### src/logic/adc_port_defs.svh
// constants for the converter control and data port
`ifndef ADC_PORT_DEFS_SVH
`define ADC_PORT_DEFS_SVH

// ------------------------------------------------------------
// timing
// ------------------------------------------------------------
`define CLK_PERIOD_NS      40
`define EOC_PULSE_NS       80
`define EOC_PULSE_CYC      ((`EOC_PULSE_NS + `CLK_PERIOD_NS - 1) / `CLK_PERIOD_NS)
`define CONV_CLK_PERIODS   4'hE
`define INT_CLK_DIV        8'h03

// ------------------------------------------------------------
// field layout and reset values
// ------------------------------------------------------------
`define RESULT_WIDTH       12
`define RESULT_MSB         11
`define HIGH_BUS_LSB       6
`define MID_BUS_LSB        4
`define CHAN_COUNT         4
`define CHAN_MASK_RESET    4'hF
`define FIFO_DEPTH         8

`endif

### src/logic/adc_types_pkg.sv
// types shared by the converter port and its result buffer
package adc_types_pkg;

	// synchronised pin group
	typedef struct packed {
		logic       sample_start_n;
		logic       chip_select_n;
		logic       read_n;
		logic       write_n;
		logic       hw_sw_select;
		logic       clock_source_select;
		logic       ext_conversion_clock;
		logic [3:0] result_bus_low_in;
		logic [3:0] hw_channel_pins;
	} pin_in_type;

	// one buffered conversion result
	typedef struct packed {
		logic [1:0]  channel;
		logic [11:0] code;
	} result_word_type;

	typedef enum logic [3:0] {
		ST_IDLE    = 4'b0001,
		ST_CONVERT = 4'b0010,
		ST_PUSH    = 4'b0100,
		ST_EOC     = 4'b1000
	} conv_state_type;

endpackage

### src/logic/adc_conversion_data_port.sv
// converter control and parallel data port
//
// Overview of operation
// - from the external clock each conversion takes fourteen periods before its strobe
// - results sit on a 12-bit bus, bit 11 most significant
// - coding is two's complement when bipolar, straight binary when unipolar
// - low four lines drive on read, act as inputs on a write
// - mask bit 0 selects channel 1 up to bit 3 for channel 4
// - end-of-conversion output pulses low once per channel conversion
// - lines 4 to 11 are outputs driven only during a read
// - start rising edge holds all inputs, latches sequence, begins converting
// - mask captures low lines on write rising edge with select low, read high
// - selector high uses the mask register, low uses the hardware pins
// - clock selector high uses external clock, low the internal oscillator
`timescale 1ns/1ps
`include "adc_port_defs.svh"
module adc_conversion_data_port #(
	parameter bit         BIPOLAR     = 1'b1,
	parameter logic [7:0] INT_CLK_DIV = `INT_CLK_DIV,
	parameter int         FIFO_DEPTH  = `FIFO_DEPTH
) (
	// clock and reset
	input  wire logic                        clock,
	input  wire logic                        rst,
	// conversion control pins
	input  wire logic                        sample_start_n,
	input  wire logic                        clock_source_select,
	input  wire logic                        ext_conversion_clock,
	input  wire logic                        hw_sw_select,
	input  wire logic [3:0]                  hw_channel_pins,
	// host strobes
	input  wire logic                        chip_select_n,
	input  wire logic                        read_n,
	input  wire logic                        write_n,
	// raw offset-binary codes from the converter core
	input  wire logic [3:0][11:0]            core_codes,
	// data bus
	output logic [5:0]                       result_bus_high,
	output logic                             result_bus_high_oe,
	output logic [1:0]                       result_bus_mid,
	output logic                             result_bus_mid_oe,
	output logic [3:0]                       result_bus_low_out,
	output logic                             result_bus_low_oe,
	input  wire logic [3:0]                  result_bus_low_in,
	// status
	output logic                             eoc_n,
	output logic                             busy
);

	// ------------------------------------------------------------
	// pin synchronisers
	// ------------------------------------------------------------
	adc_types_pkg::pin_in_type pins_raw;
	adc_types_pkg::pin_in_type sync1_ff;
	adc_types_pkg::pin_in_type sync2_ff;
	adc_types_pkg::pin_in_type prev_ff;

	assign pins_raw = '{sample_start_n, chip_select_n, read_n, write_n, hw_sw_select,
		clock_source_select, ext_conversion_clock, result_bus_low_in, hw_channel_pins};

	always_ff @(posedge clock)
	begin
		if (rst)
		begin
			// start pin idles high, so no false start edge after reset
			sync1_ff <= '{1'b1, 1'b1, 1'b1, 1'b1, 1'b0, 1'b0, 1'b0, 4'h0, 4'h0};
			sync2_ff <= '{1'b1, 1'b1, 1'b1, 1'b1, 1'b0, 1'b0, 1'b0, 4'h0, 4'h0};
			prev_ff  <= '{1'b1, 1'b1, 1'b1, 1'b1, 1'b0, 1'b0, 1'b0, 4'h0, 4'h0};
		end
		else
		begin
			sync1_ff <= pins_raw;
			sync2_ff <= sync1_ff;
			prev_ff  <= sync2_ff;
		end
	end

	logic start_edge;
	logic write_edge;
	logic read_active;
	logic read_start;
	logic ext_tick;

	assign start_edge  = sync2_ff.sample_start_n && !prev_ff.sample_start_n;
	assign write_edge  = sync2_ff.write_n && !prev_ff.write_n && !sync2_ff.chip_select_n
		&& sync2_ff.read_n;
	assign read_active = !sync2_ff.chip_select_n && !sync2_ff.read_n && sync2_ff.write_n;
	assign read_start  = read_active
		&& !(!prev_ff.chip_select_n && !prev_ff.read_n && prev_ff.write_n);
	assign ext_tick    = sync2_ff.ext_conversion_clock && !prev_ff.ext_conversion_clock;

	// ------------------------------------------------------------
	// conversion clock source
	// ------------------------------------------------------------
	logic [7:0] int_div_ff;
	logic       int_tick;
	logic       conv_tick;

	always_ff @(posedge clock)
	begin
		if (rst)
			int_div_ff <= 8'h00;
		else if (int_div_ff == INT_CLK_DIV - 8'h01)
			int_div_ff <= 8'h00;
		else
			int_div_ff <= int_div_ff + 8'h01;
	end

	assign int_tick  = (int_div_ff == INT_CLK_DIV - 8'h01);
	assign conv_tick = sync2_ff.clock_source_select ? ext_tick : int_tick;

	// ------------------------------------------------------------
	// channel enable register
	// ------------------------------------------------------------
	logic [3:0] channel_enable_mask_ff;

	always_ff @(posedge clock)
	begin
		if (rst)
			channel_enable_mask_ff <= `CHAN_MASK_RESET;
		else if (write_edge)
			channel_enable_mask_ff <= sync2_ff.result_bus_low_in;
	end

	// ------------------------------------------------------------
	// conversion sequencer
	// ------------------------------------------------------------
	adc_types_pkg::conv_state_type state_ff;
	adc_types_pkg::conv_state_type nxt_state;
	logic [3:0]       sel_mask;
	logic [3:0]       pending_ff;
	logic [3:0]       tick_cnt_ff;
	logic [3:0]       eoc_cnt_ff;
	logic [3:0][11:0] held_ff;
	logic [1:0]       cur_chan;
	logic             eoc_n_ff;
	logic             busy_ff;
	logic             fifo_in_ready;
	logic             fifo_out_valid;
	adc_types_pkg::result_word_type push_word;
	adc_types_pkg::result_word_type fifo_word;

	// lowest pending channel, bit 0 being channel 1
	function automatic logic [1:0] lowest_chan(input logic [3:0] m);
		lowest_chan = m[0] ? 2'h0 : m[1] ? 2'h1 : m[2] ? 2'h2 : 2'h3;
	endfunction

	function automatic logic [11:0] encode(input logic [11:0] raw);
		encode = BIPOLAR ? {~raw[`RESULT_MSB], raw[`RESULT_MSB-1:0]} : raw;
	endfunction

	assign sel_mask = sync2_ff.hw_sw_select ? channel_enable_mask_ff
		: sync2_ff.hw_channel_pins;
	assign cur_chan = lowest_chan(pending_ff);

	always_comb
	begin
		nxt_state = state_ff;
		unique case (state_ff)
			adc_types_pkg::ST_IDLE:
				if (start_edge && sel_mask != 4'h0)
					nxt_state = adc_types_pkg::ST_CONVERT;
			adc_types_pkg::ST_CONVERT:
				if (conv_tick && tick_cnt_ff == `CONV_CLK_PERIODS - 4'h1)
					nxt_state = adc_types_pkg::ST_PUSH;
			adc_types_pkg::ST_PUSH:
				if (fifo_in_ready)
					nxt_state = adc_types_pkg::ST_EOC;
			adc_types_pkg::ST_EOC:
				if (eoc_cnt_ff == 4'(`EOC_PULSE_CYC - 1))
					nxt_state = (pending_ff != 4'h0) ? adc_types_pkg::ST_CONVERT
						: adc_types_pkg::ST_IDLE;
		endcase
	end

	always_ff @(posedge clock)
	begin
		if (rst)
			state_ff <= adc_types_pkg::ST_IDLE;
		else
			state_ff <= nxt_state;
	end

	// hold all four inputs and latch the sequence on the start edge
	always_ff @(posedge clock)
	begin
		if (rst)
		begin
			pending_ff <= 4'h0;
			held_ff    <= '0;
		end
		else if (state_ff == adc_types_pkg::ST_IDLE && start_edge)
		begin
			pending_ff <= sel_mask;
			held_ff    <= core_codes;
		end
		else if (state_ff == adc_types_pkg::ST_PUSH && fifo_in_ready)
			pending_ff[cur_chan] <= 1'b0;
	end

	always_ff @(posedge clock)
	begin
		if (rst || state_ff != adc_types_pkg::ST_CONVERT)
			tick_cnt_ff <= 4'h0;
		else if (conv_tick)
			tick_cnt_ff <= tick_cnt_ff + 4'h1;
	end

	always_ff @(posedge clock)
	begin
		if (rst || state_ff != adc_types_pkg::ST_EOC)
			eoc_cnt_ff <= 4'h0;
		else
			eoc_cnt_ff <= eoc_cnt_ff + 4'h1;
	end

	always_ff @(posedge clock)
	begin
		if (rst)
		begin
			eoc_n_ff <= 1'b1;
			busy_ff  <= 1'b0;
		end
		else
		begin
			eoc_n_ff <= (nxt_state != adc_types_pkg::ST_EOC);
			busy_ff  <= (nxt_state != adc_types_pkg::ST_IDLE);
		end
	end

	assign eoc_n = eoc_n_ff;
	assign busy  = busy_ff;

	// ------------------------------------------------------------
	// result buffer and read path
	// ------------------------------------------------------------
	assign push_word.channel = cur_chan;
	assign push_word.code    = encode(held_ff[cur_chan]);

	result_fifo #(
		.WIDTH ($bits(adc_types_pkg::result_word_type)),
		.DEPTH (FIFO_DEPTH)
	) u_fifo (
		.clock     (clock),
		.rst       (rst),
		.in_valid  (state_ff == adc_types_pkg::ST_PUSH),
		.in_ready  (fifo_in_ready),
		.in_data   (push_word),
		.out_valid (fifo_out_valid),
		.out_ready (read_start),
		.out_data  (fifo_word)
	);

	logic [11:0] data_ff;

	always_ff @(posedge clock)
	begin
		if (rst)
			data_ff <= 12'h000;
		else if (read_start && fifo_out_valid)
			data_ff <= fifo_word.code;
	end

	assign result_bus_high    = data_ff[`RESULT_MSB:`HIGH_BUS_LSB];
	assign result_bus_mid     = data_ff[`HIGH_BUS_LSB-1:`MID_BUS_LSB];
	assign result_bus_low_out = data_ff[`MID_BUS_LSB-1:0];
	assign result_bus_high_oe = read_active;
	assign result_bus_mid_oe  = read_active;
	assign result_bus_low_oe  = read_active;
endmodule

### src/logic/result_fifo.sv
// result buffer with registered read data
`timescale 1ns/1ps
module result_fifo #(
	parameter int WIDTH = 14,
	parameter int DEPTH = 8
) (
	// clock and reset
	input  wire logic             clock,
	input  wire logic             rst,
	// fill side
	input  wire logic             in_valid,
	output logic                  in_ready,
	input  wire logic [WIDTH-1:0] in_data,
	// drain side
	output logic                  out_valid,
	input  wire logic             out_ready,
	output logic [WIDTH-1:0]      out_data
);

	localparam int PW = $clog2(DEPTH);
	localparam int CW = $clog2(DEPTH + 1);

	logic [WIDTH-1:0] mem_ff [DEPTH];
	logic [PW-1:0]    wr_ptr_ff;
	logic [PW-1:0]    rd_ptr_ff;
	logic [CW-1:0]    count_ff;
	logic [WIDTH-1:0] out_data_ff;
	logic             out_valid_ff;
	logic             push;
	logic             pop;
	logic [PW-1:0]    nxt_rd_ptr;
	logic [CW-1:0]    nxt_count;

	function automatic logic [PW-1:0] bump(input logic [PW-1:0] p);
		bump = (p == PW'(DEPTH - 1)) ? '0 : p + PW'(1);
	endfunction

	assign in_ready   = (count_ff != CW'(DEPTH));
	assign push       = in_valid && in_ready;
	assign pop        = out_valid_ff && out_ready;
	assign nxt_rd_ptr = pop ? bump(rd_ptr_ff) : rd_ptr_ff;
	assign nxt_count  = count_ff + CW'(push) - CW'(pop);
	assign out_valid  = out_valid_ff;
	assign out_data   = out_data_ff;

	always_ff @(posedge clock)
	begin
		if (push)
			mem_ff[wr_ptr_ff] <= in_data;
	end

	always_ff @(posedge clock)
	begin
		if (rst)
		begin
			wr_ptr_ff    <= '0;
			rd_ptr_ff    <= '0;
			count_ff     <= '0;
			out_valid_ff <= 1'b0;
			out_data_ff  <= '0;
		end
		else
		begin
			if (push)
				wr_ptr_ff <= bump(wr_ptr_ff);
			rd_ptr_ff    <= nxt_rd_ptr;
			count_ff     <= nxt_count;
			out_valid_ff <= (nxt_count != '0);
			// bypass so a word written to the head is seen at once
			out_data_ff  <= (push && wr_ptr_ff == nxt_rd_ptr) ? in_data : mem_ff[nxt_rd_ptr];
		end
	end

endmodule

### config.mk
export PLATFORM = sky130hd
export DESIGN_NAME = adc_conversion_data_port
export DESIGN_NICKNAME = d
export VERILOG_FILES = /design/src/logic/adc_types_pkg.sv /design/src/logic/adc_conversion_data_port.sv /design/src/logic/result_fifo.sv
export VERILOG_INCLUDE_DIRS = /design/src /design/src/logic
export SDC_FILE = /design/constraint.sdc
export NUM_CORES = 1
export LEC_CHECK = 0
export BUFFER_PORTS_ARGS = -buffer_cell sky130_fd_sc_hd__buf_2
export CORE_MARGIN = 1.5
export CORE_UTILIZATION = 40
export DETAILED_ROUTE_END_ITERATION = 8
export MAX_ROUTING_LAYER = met4
export PLACE_DENSITY = 0.62
export SYNTH_ARGS = -nofsm -noshare
export SYNTH_HDL_FRONTEND = slang
export SYNTH_SLANG_ARGS = --single-unit
### constraint.sdc
create_clock -name clock -period 4.4 [get_ports clock]
set_clock_uncertainty 0.2 [all_clocks]
set_input_delay 0.88 -clock clock [delete_from_list [all_inputs] [get_ports clock]]
set_output_delay 0.88 -clock clock [all_outputs]
set_load 0.005 [all_outputs]
* Word-level counts from Yosys, hierarchy flattened
Memory sizes are Yosys's and may differ from the RTL's. Index checks and enable logic that the tools add are counted.
Storage, ports and cells: flip-flop bits (word level) 148, RAM bits 112, input bits 65, output and inout port bits 17, word-level logic and storage cells 124, memories kept 1
Memory list:
- u_fifo.mem_ff | words 8, bits a word 14, read ports 1, clocked after memory_dff 0, wr ports 1, line result_fifo.sv:23 | logic [WIDTH-1:0] mem_ff [DEPTH];
Operators by class: $add $sub $neg 7, $lt $le $gt $ge 2, equal/unequal tests 15, multiplexer cells 23, bitwise operators 3, reductions and logical operators 32
Operator list (count):
- $mux W4 | 7
- $bmux W12 S2 | 1
- $mux W12 | 2
- $logic_and A1 B1 Y1 | 17
- $pmux W4 S4 | 1
- $ne A4 B4 Y1 const B | 3
- $reduce_bool A4 Y1 | 3
- $mux W3 | 3
- $add A4 B1 Y4 const B | 2
- $add A8 B1 Y8 const B | 1
- $eq A4 B1 Y1 const B | 2
- $eq A4 B4 Y1 const B | 2
- $eq A8 B2 Y1 const B | 1
- $logic_not A1 Y1 | 8
- $add A3 B1 Y3 const B | 2
- $eq A3 B3 Y1 const B | 2
- $mux W2 | 3
- $mux W1 | 5
- $add A4 B1 Y4 | 1
- $and A4 B4 Y4 | 1
- $eq A4 B2 Y1 const B | 1
- $eq A4 B3 Y1 const B | 1
- $ne A4 B1 Y1 const B | 1
- $ne A4 B2 Y1 const B | 1
- other kinds (10) | 11

* Longest topological paths before layout
depth after elaboration 11, depth in mapped cells 14, depth with buffers taken out 11

* Cells and area by module
A second synthesis with hierarchy kept.
Unflattened totals: cells, all modules 972, area, all modules 10710.3 um2
By module, submodules not included:
- result_fifo | instances 1, cells each 420, area each 5910.7 um2, seq. area each 3863.7 um2
- adc_conversion_data_port | instances 1, cells each 552, area each 4799.6 um2, seq. area each 2502.4 um2

* Least setup slack after synthesis
Ideal clock, no wire load.
path kind flip-flop to flip-flop, start reg prev_ff[12] (netlist name), end reg u_fifo.out_valid_ff, in the netlist u_fifo.out_valid, setup time 0.134 ns, arrival 2.942 ns, data required time 4.066 ns, path slack 1.124 ns, cell stages (with the launch flop) 15, path buffers 3, period minus slack after synthesis 3.276 ns, cell sequence dfxtp_1 > or3b_1 > clkbuf_1 > nand2_2 > inv_2 > buf_2 > buf_1 > ha_1 > inv_1 > ha_1 > inv_1 > fa_1 > xor2_1 > nor2_1 > or4_1
On the way: longest elaborated chain between the ends 8
RTL lines:
- start: declaration | line adc_conversion_data_port.sv:56 | adc_types_pkg::pin_in_type prev_ff;
- start signal: assignment | line adc_conversion_data_port.sv:68 | prev_ff <= '{1'b1, 1'b1, 1'b1, 1'b1, 1'b0, 1'b0, 1'b0, 4'h0, 4'h0};
- start signal: assignment | line adc_conversion_data_port.sv:74 | prev_ff <= sync2_ff;
- $logic_not A1 Y1 | line adc_conversion_data_port.sv:89 | && !(!prev_ff.chip_select_n && !prev_ff.read_n && prev_ff.write_n);
- $logic_and A1 B1 Y1 (2 in series) | line adc_conversion_data_port.sv:89
- $logic_not A1 Y1 | line adc_conversion_data_port.sv:89
- $logic_and A1 B1 Y1 | line adc_conversion_data_port.sv:89
- $logic_and A1 B1 Y1 | line result_fifo.sv:40 | assign pop = out_valid_ff && out_ready;
- $sub A4 B1 Y4 | line result_fifo.sv:42 | assign nxt_count = count_ff + CW'(push) - CW'(pop);
- $reduce_bool A4 Y1 | line result_fifo.sv:68 | out_valid_ff <= (nxt_count != '0);
- end signal: assignment | line result_fifo.sv:68
- end: declaration | line result_fifo.sv:28 | logic out_valid_ff;
Every way passes these cells. A chain may end at the register's enable or synchronous reset.

* Worst setup path after layout
Same ends and word-level chain as after synthesis.

==> out/qor.yml <==
finish:
  diodes: 0
  design_area_mm2: 0.0120
  areaGrowthSynthToFinish_pct: 16.2
  nNetsFinal: 1092
  instances_no_fill: 1360
  drive_gt1_share_pct: 20.9
  fill_cells: 2343
sta:
  setup_ws_ns: 1.21
  fin_crit_ns: 3.19
  relSlewSlack_pct: 23.9
  finalSetupTns_ns: 0
  post-route-period-util_pct: 72.6
  hold_viol_final: 0
  tightestPinTransition_ns: 1.13
  slew_violations: 0
  grt_setup_unrepaired: "false"
  finalSetupViolCount: 0
  fmax_ghz: 0.313
pwr:
  power.switching_mw: 0.969
  leakage_nw: 4.51
  ir_drop_mv: 0.296
  seq_power_share_pct: 49.6
  p_int_mw: 3.85
  pwr-share-clk_pct: 47.8
  swShare_pct: 20.1
  totalPowerFinal_mw: 4.82
  powerDensity_mw_per_mm2: 402
  combinationalPowerShare_pct: 2.6
global_route:
  grt_pass1_vias: 6576
  antenna_found_initial: 0
  grt_pass1_wl_um: 33500
  overflow: 0
  grt_start_max_net_pins: 91
  grt_util_all_layers_pct: 15.9
detailed_routing:
  postRouteAntennaNets: 0
  drc: 0
  routed_wl_um: 20400
  detail_route.wl_per_cell_um: 15.0
  num_vias: 6859
  drt-pass1-iter-count: 7
  drt-initial-drc-count: 344
  via_per_inst: 5.04
synth:
  synth_top_cell_by_area: "dfxtp_1"
  synth.top_cell.area_share_pct: 28.7
  synthTopCellsByCount: "dfxtp_1, nand2_1, edfxtp_1, a21oi_1, mux2i_1"
  synthTopCellsByArea: "dfxtp_1, edfxtp_1, mux2i_1, nand2_1, a21oi_1"
  synth_top_flop_cell: "dfxtp_1"
  syn_area_mm2: 0.0103
  synth_compound_area_share_pct: 11.2
  synth-simple-area-share_pct: 14.6
  synth.area.mux_share_pct: 10.7
  syn-instance-count: 942
  yosys.cell_types.count: 65
  synth_top_family_by_area: "simple AND/OR/NAND/NOR gates"
  synth_xor_area_share_pct: 1.37
  synth_edf_count: 96
  syn_avg_cell_area_um2: 11.0
  yosysWarnings: 0
  synth_seq_cells: 244
  syn-num-nets: 1023
  synth_seq_area_share_pct: 56.6
  synthAdderAreaFrac_pct: 2.01
  synthArstFlopShare_pct: 0
die:
  ios: 82
  rows: 58
  die_w_um: 164
  core_area_mm2: 0.0253
  dieArea_mm2: 0.0268
  start_util_pct: 40.9
  die_height_um: 164
place:
  dp_slack_ns: 1.20
  globalplace.congestion: 0.774
  hpwlAfterDp_um: 13200
  dpl.cell_count: 1314
  io_buffers: 81
  place_area_mm2: 0.0111
clocking:
  htreeDepth: 1
  insertion_delay_ns: 0.52
  clk_pin_slew_worst_paths_ns: 0.06
  post_cts_buffers: 0
  cts_resized: 0
  cts_tree: "yes"
  clk_path_buf_depth: 3
  clock_sinks: 244
  cts_buffers: 25
  cts_root_buf: "clkbuf_16"
  ctsHoldBuffers: 0
run:
  max-cap-violations: 0
hold_path:
  hp-class: "reg2reg"
worst_setup_path:
  cp_data_arrival_time_ns: 3.37
  crit_fanout: 15
  crit_type: "reg2reg"
  crit_path_end_kind: "register"
  slowest_delay_ns: 0.56
  worst_ep_required_time_ns: 4.58
  path_cells: "or3b_1, nand2_2, inv_2, ha_1, inv_1, ha_1, inv_1, fa_1, xor2_1, nor2_1, or4_1"
  crit_slowest_cell: "or4_1"
  crit_path_start_kind: "register"
status:
  status: "complete, no violations"
==> routing by layer <==
| metal | vias up | wire, um | global-route usage (%) |
|---|---|---|---|
| li1 | 3484 | - | - |
| met1 | 3200 | 9810 | 21.3 |
| met2 | 148 | 9420 | 25.3 |
| met3 | 27 | 941 | 2.34 |
| met4 | 0 | 257 | 3.76 |
| met5 | - | 0 | - |
==> cells by family (layout without fill, tap and decap cells) <==
family | count (synthesis) | in the layout
AOI/OAI and AO/OA | 172 | 172
xor gates and xnor gates | 14 | 14
adders and majority gates | 16 | 16
buffers and inverters | 77 | 165
DFF | 244 | 244
muxes | 107 | 107
and+or+nand+nor | 312 | 312
==> through the flow <==
stage / hold WS (ns) / utilization (%)
final: 0.207 / 47.5
after global routing: 0.230 / 47.5
after CTS: 0.208 / 47.5
after detailed placement: 0.193 / 43.8
after global placement: 0.194 / 43.8
after floorplan: 0.189 / -
==> worst max-delay path, delay by kind of cell (launching register included) <==
kind,cells,cell delay [ns]
simple gates,4,1.43
xor+xnor,1,0.14
buf+inv,3,0.17
fa+ha+maj,3,0.79
flops,1,0.33
==> cell type report <==
cell class / count / area [um^2] / area share [%]
Inverter: 14 / 52.6 / 0.438
Tap cell: 330 / 413 / 3.44
Multi-Input combinational cell: 621 / 4170 / 34.8
Timing Repair Buffer: 105 / 588 / 4.90
Clock buffer: 31 / 732 / 6.10
Clock inverter: 15 / 189 / 1.58
Sequential cell: 244 / 5850 / 48.7
==> sequential cells by signal, indices dropped and copies added (netlist names), 5 cells and up <==
register         flops
u_fifo.mem_ff       96
held_ff             48
int_div_ff           8
sync2_ff            15
data_ff             12
prev_ff              5
u_fifo.out_data     12
sync1_ff            15
==> cell usage in the layout (no fill, tap or decap), drive strengths merged, types with 17 or more instances in the layout <==
master and n:
o22a 22, mux2 25, inv 17, nor2b 35, edfxtp 96, o21ai 18
nor2 47, mux2i 82, nand2 149, clkbuf 31, dfxtp 148, buf 105
a21oi 84
==> power groups by stage <==
stage / clock network [mW] / logic [mW] / registers [mW]
after floorplan: 0 / 0.0807 / 2.43
after global routing: 2.46 / 0.142 / 2.39
after global placement: 0 / 0.127 / 2.44
final: 2.30 / 0.126 / 2.39
after CTS: 2.35 / 0.128 / 2.39
after detailed placement: 0 / 0.127 / 2.44
==> final timing paths <==
check,startpoint,end,slack (ns),cells past startpoint
worst min-delay path,sync1_ff[14],sync2_ff[14],0.21,1
worst max register to register,prev_ff[12],u_fifo.out_valid,1.21,11
worst max-delay path,prev_ff[12],u_fifo.out_valid,1.21,11
worst min register to register,sync1_ff[14],sync2_ff[14],0.21,1
Power figures use the tool's default switching activity.
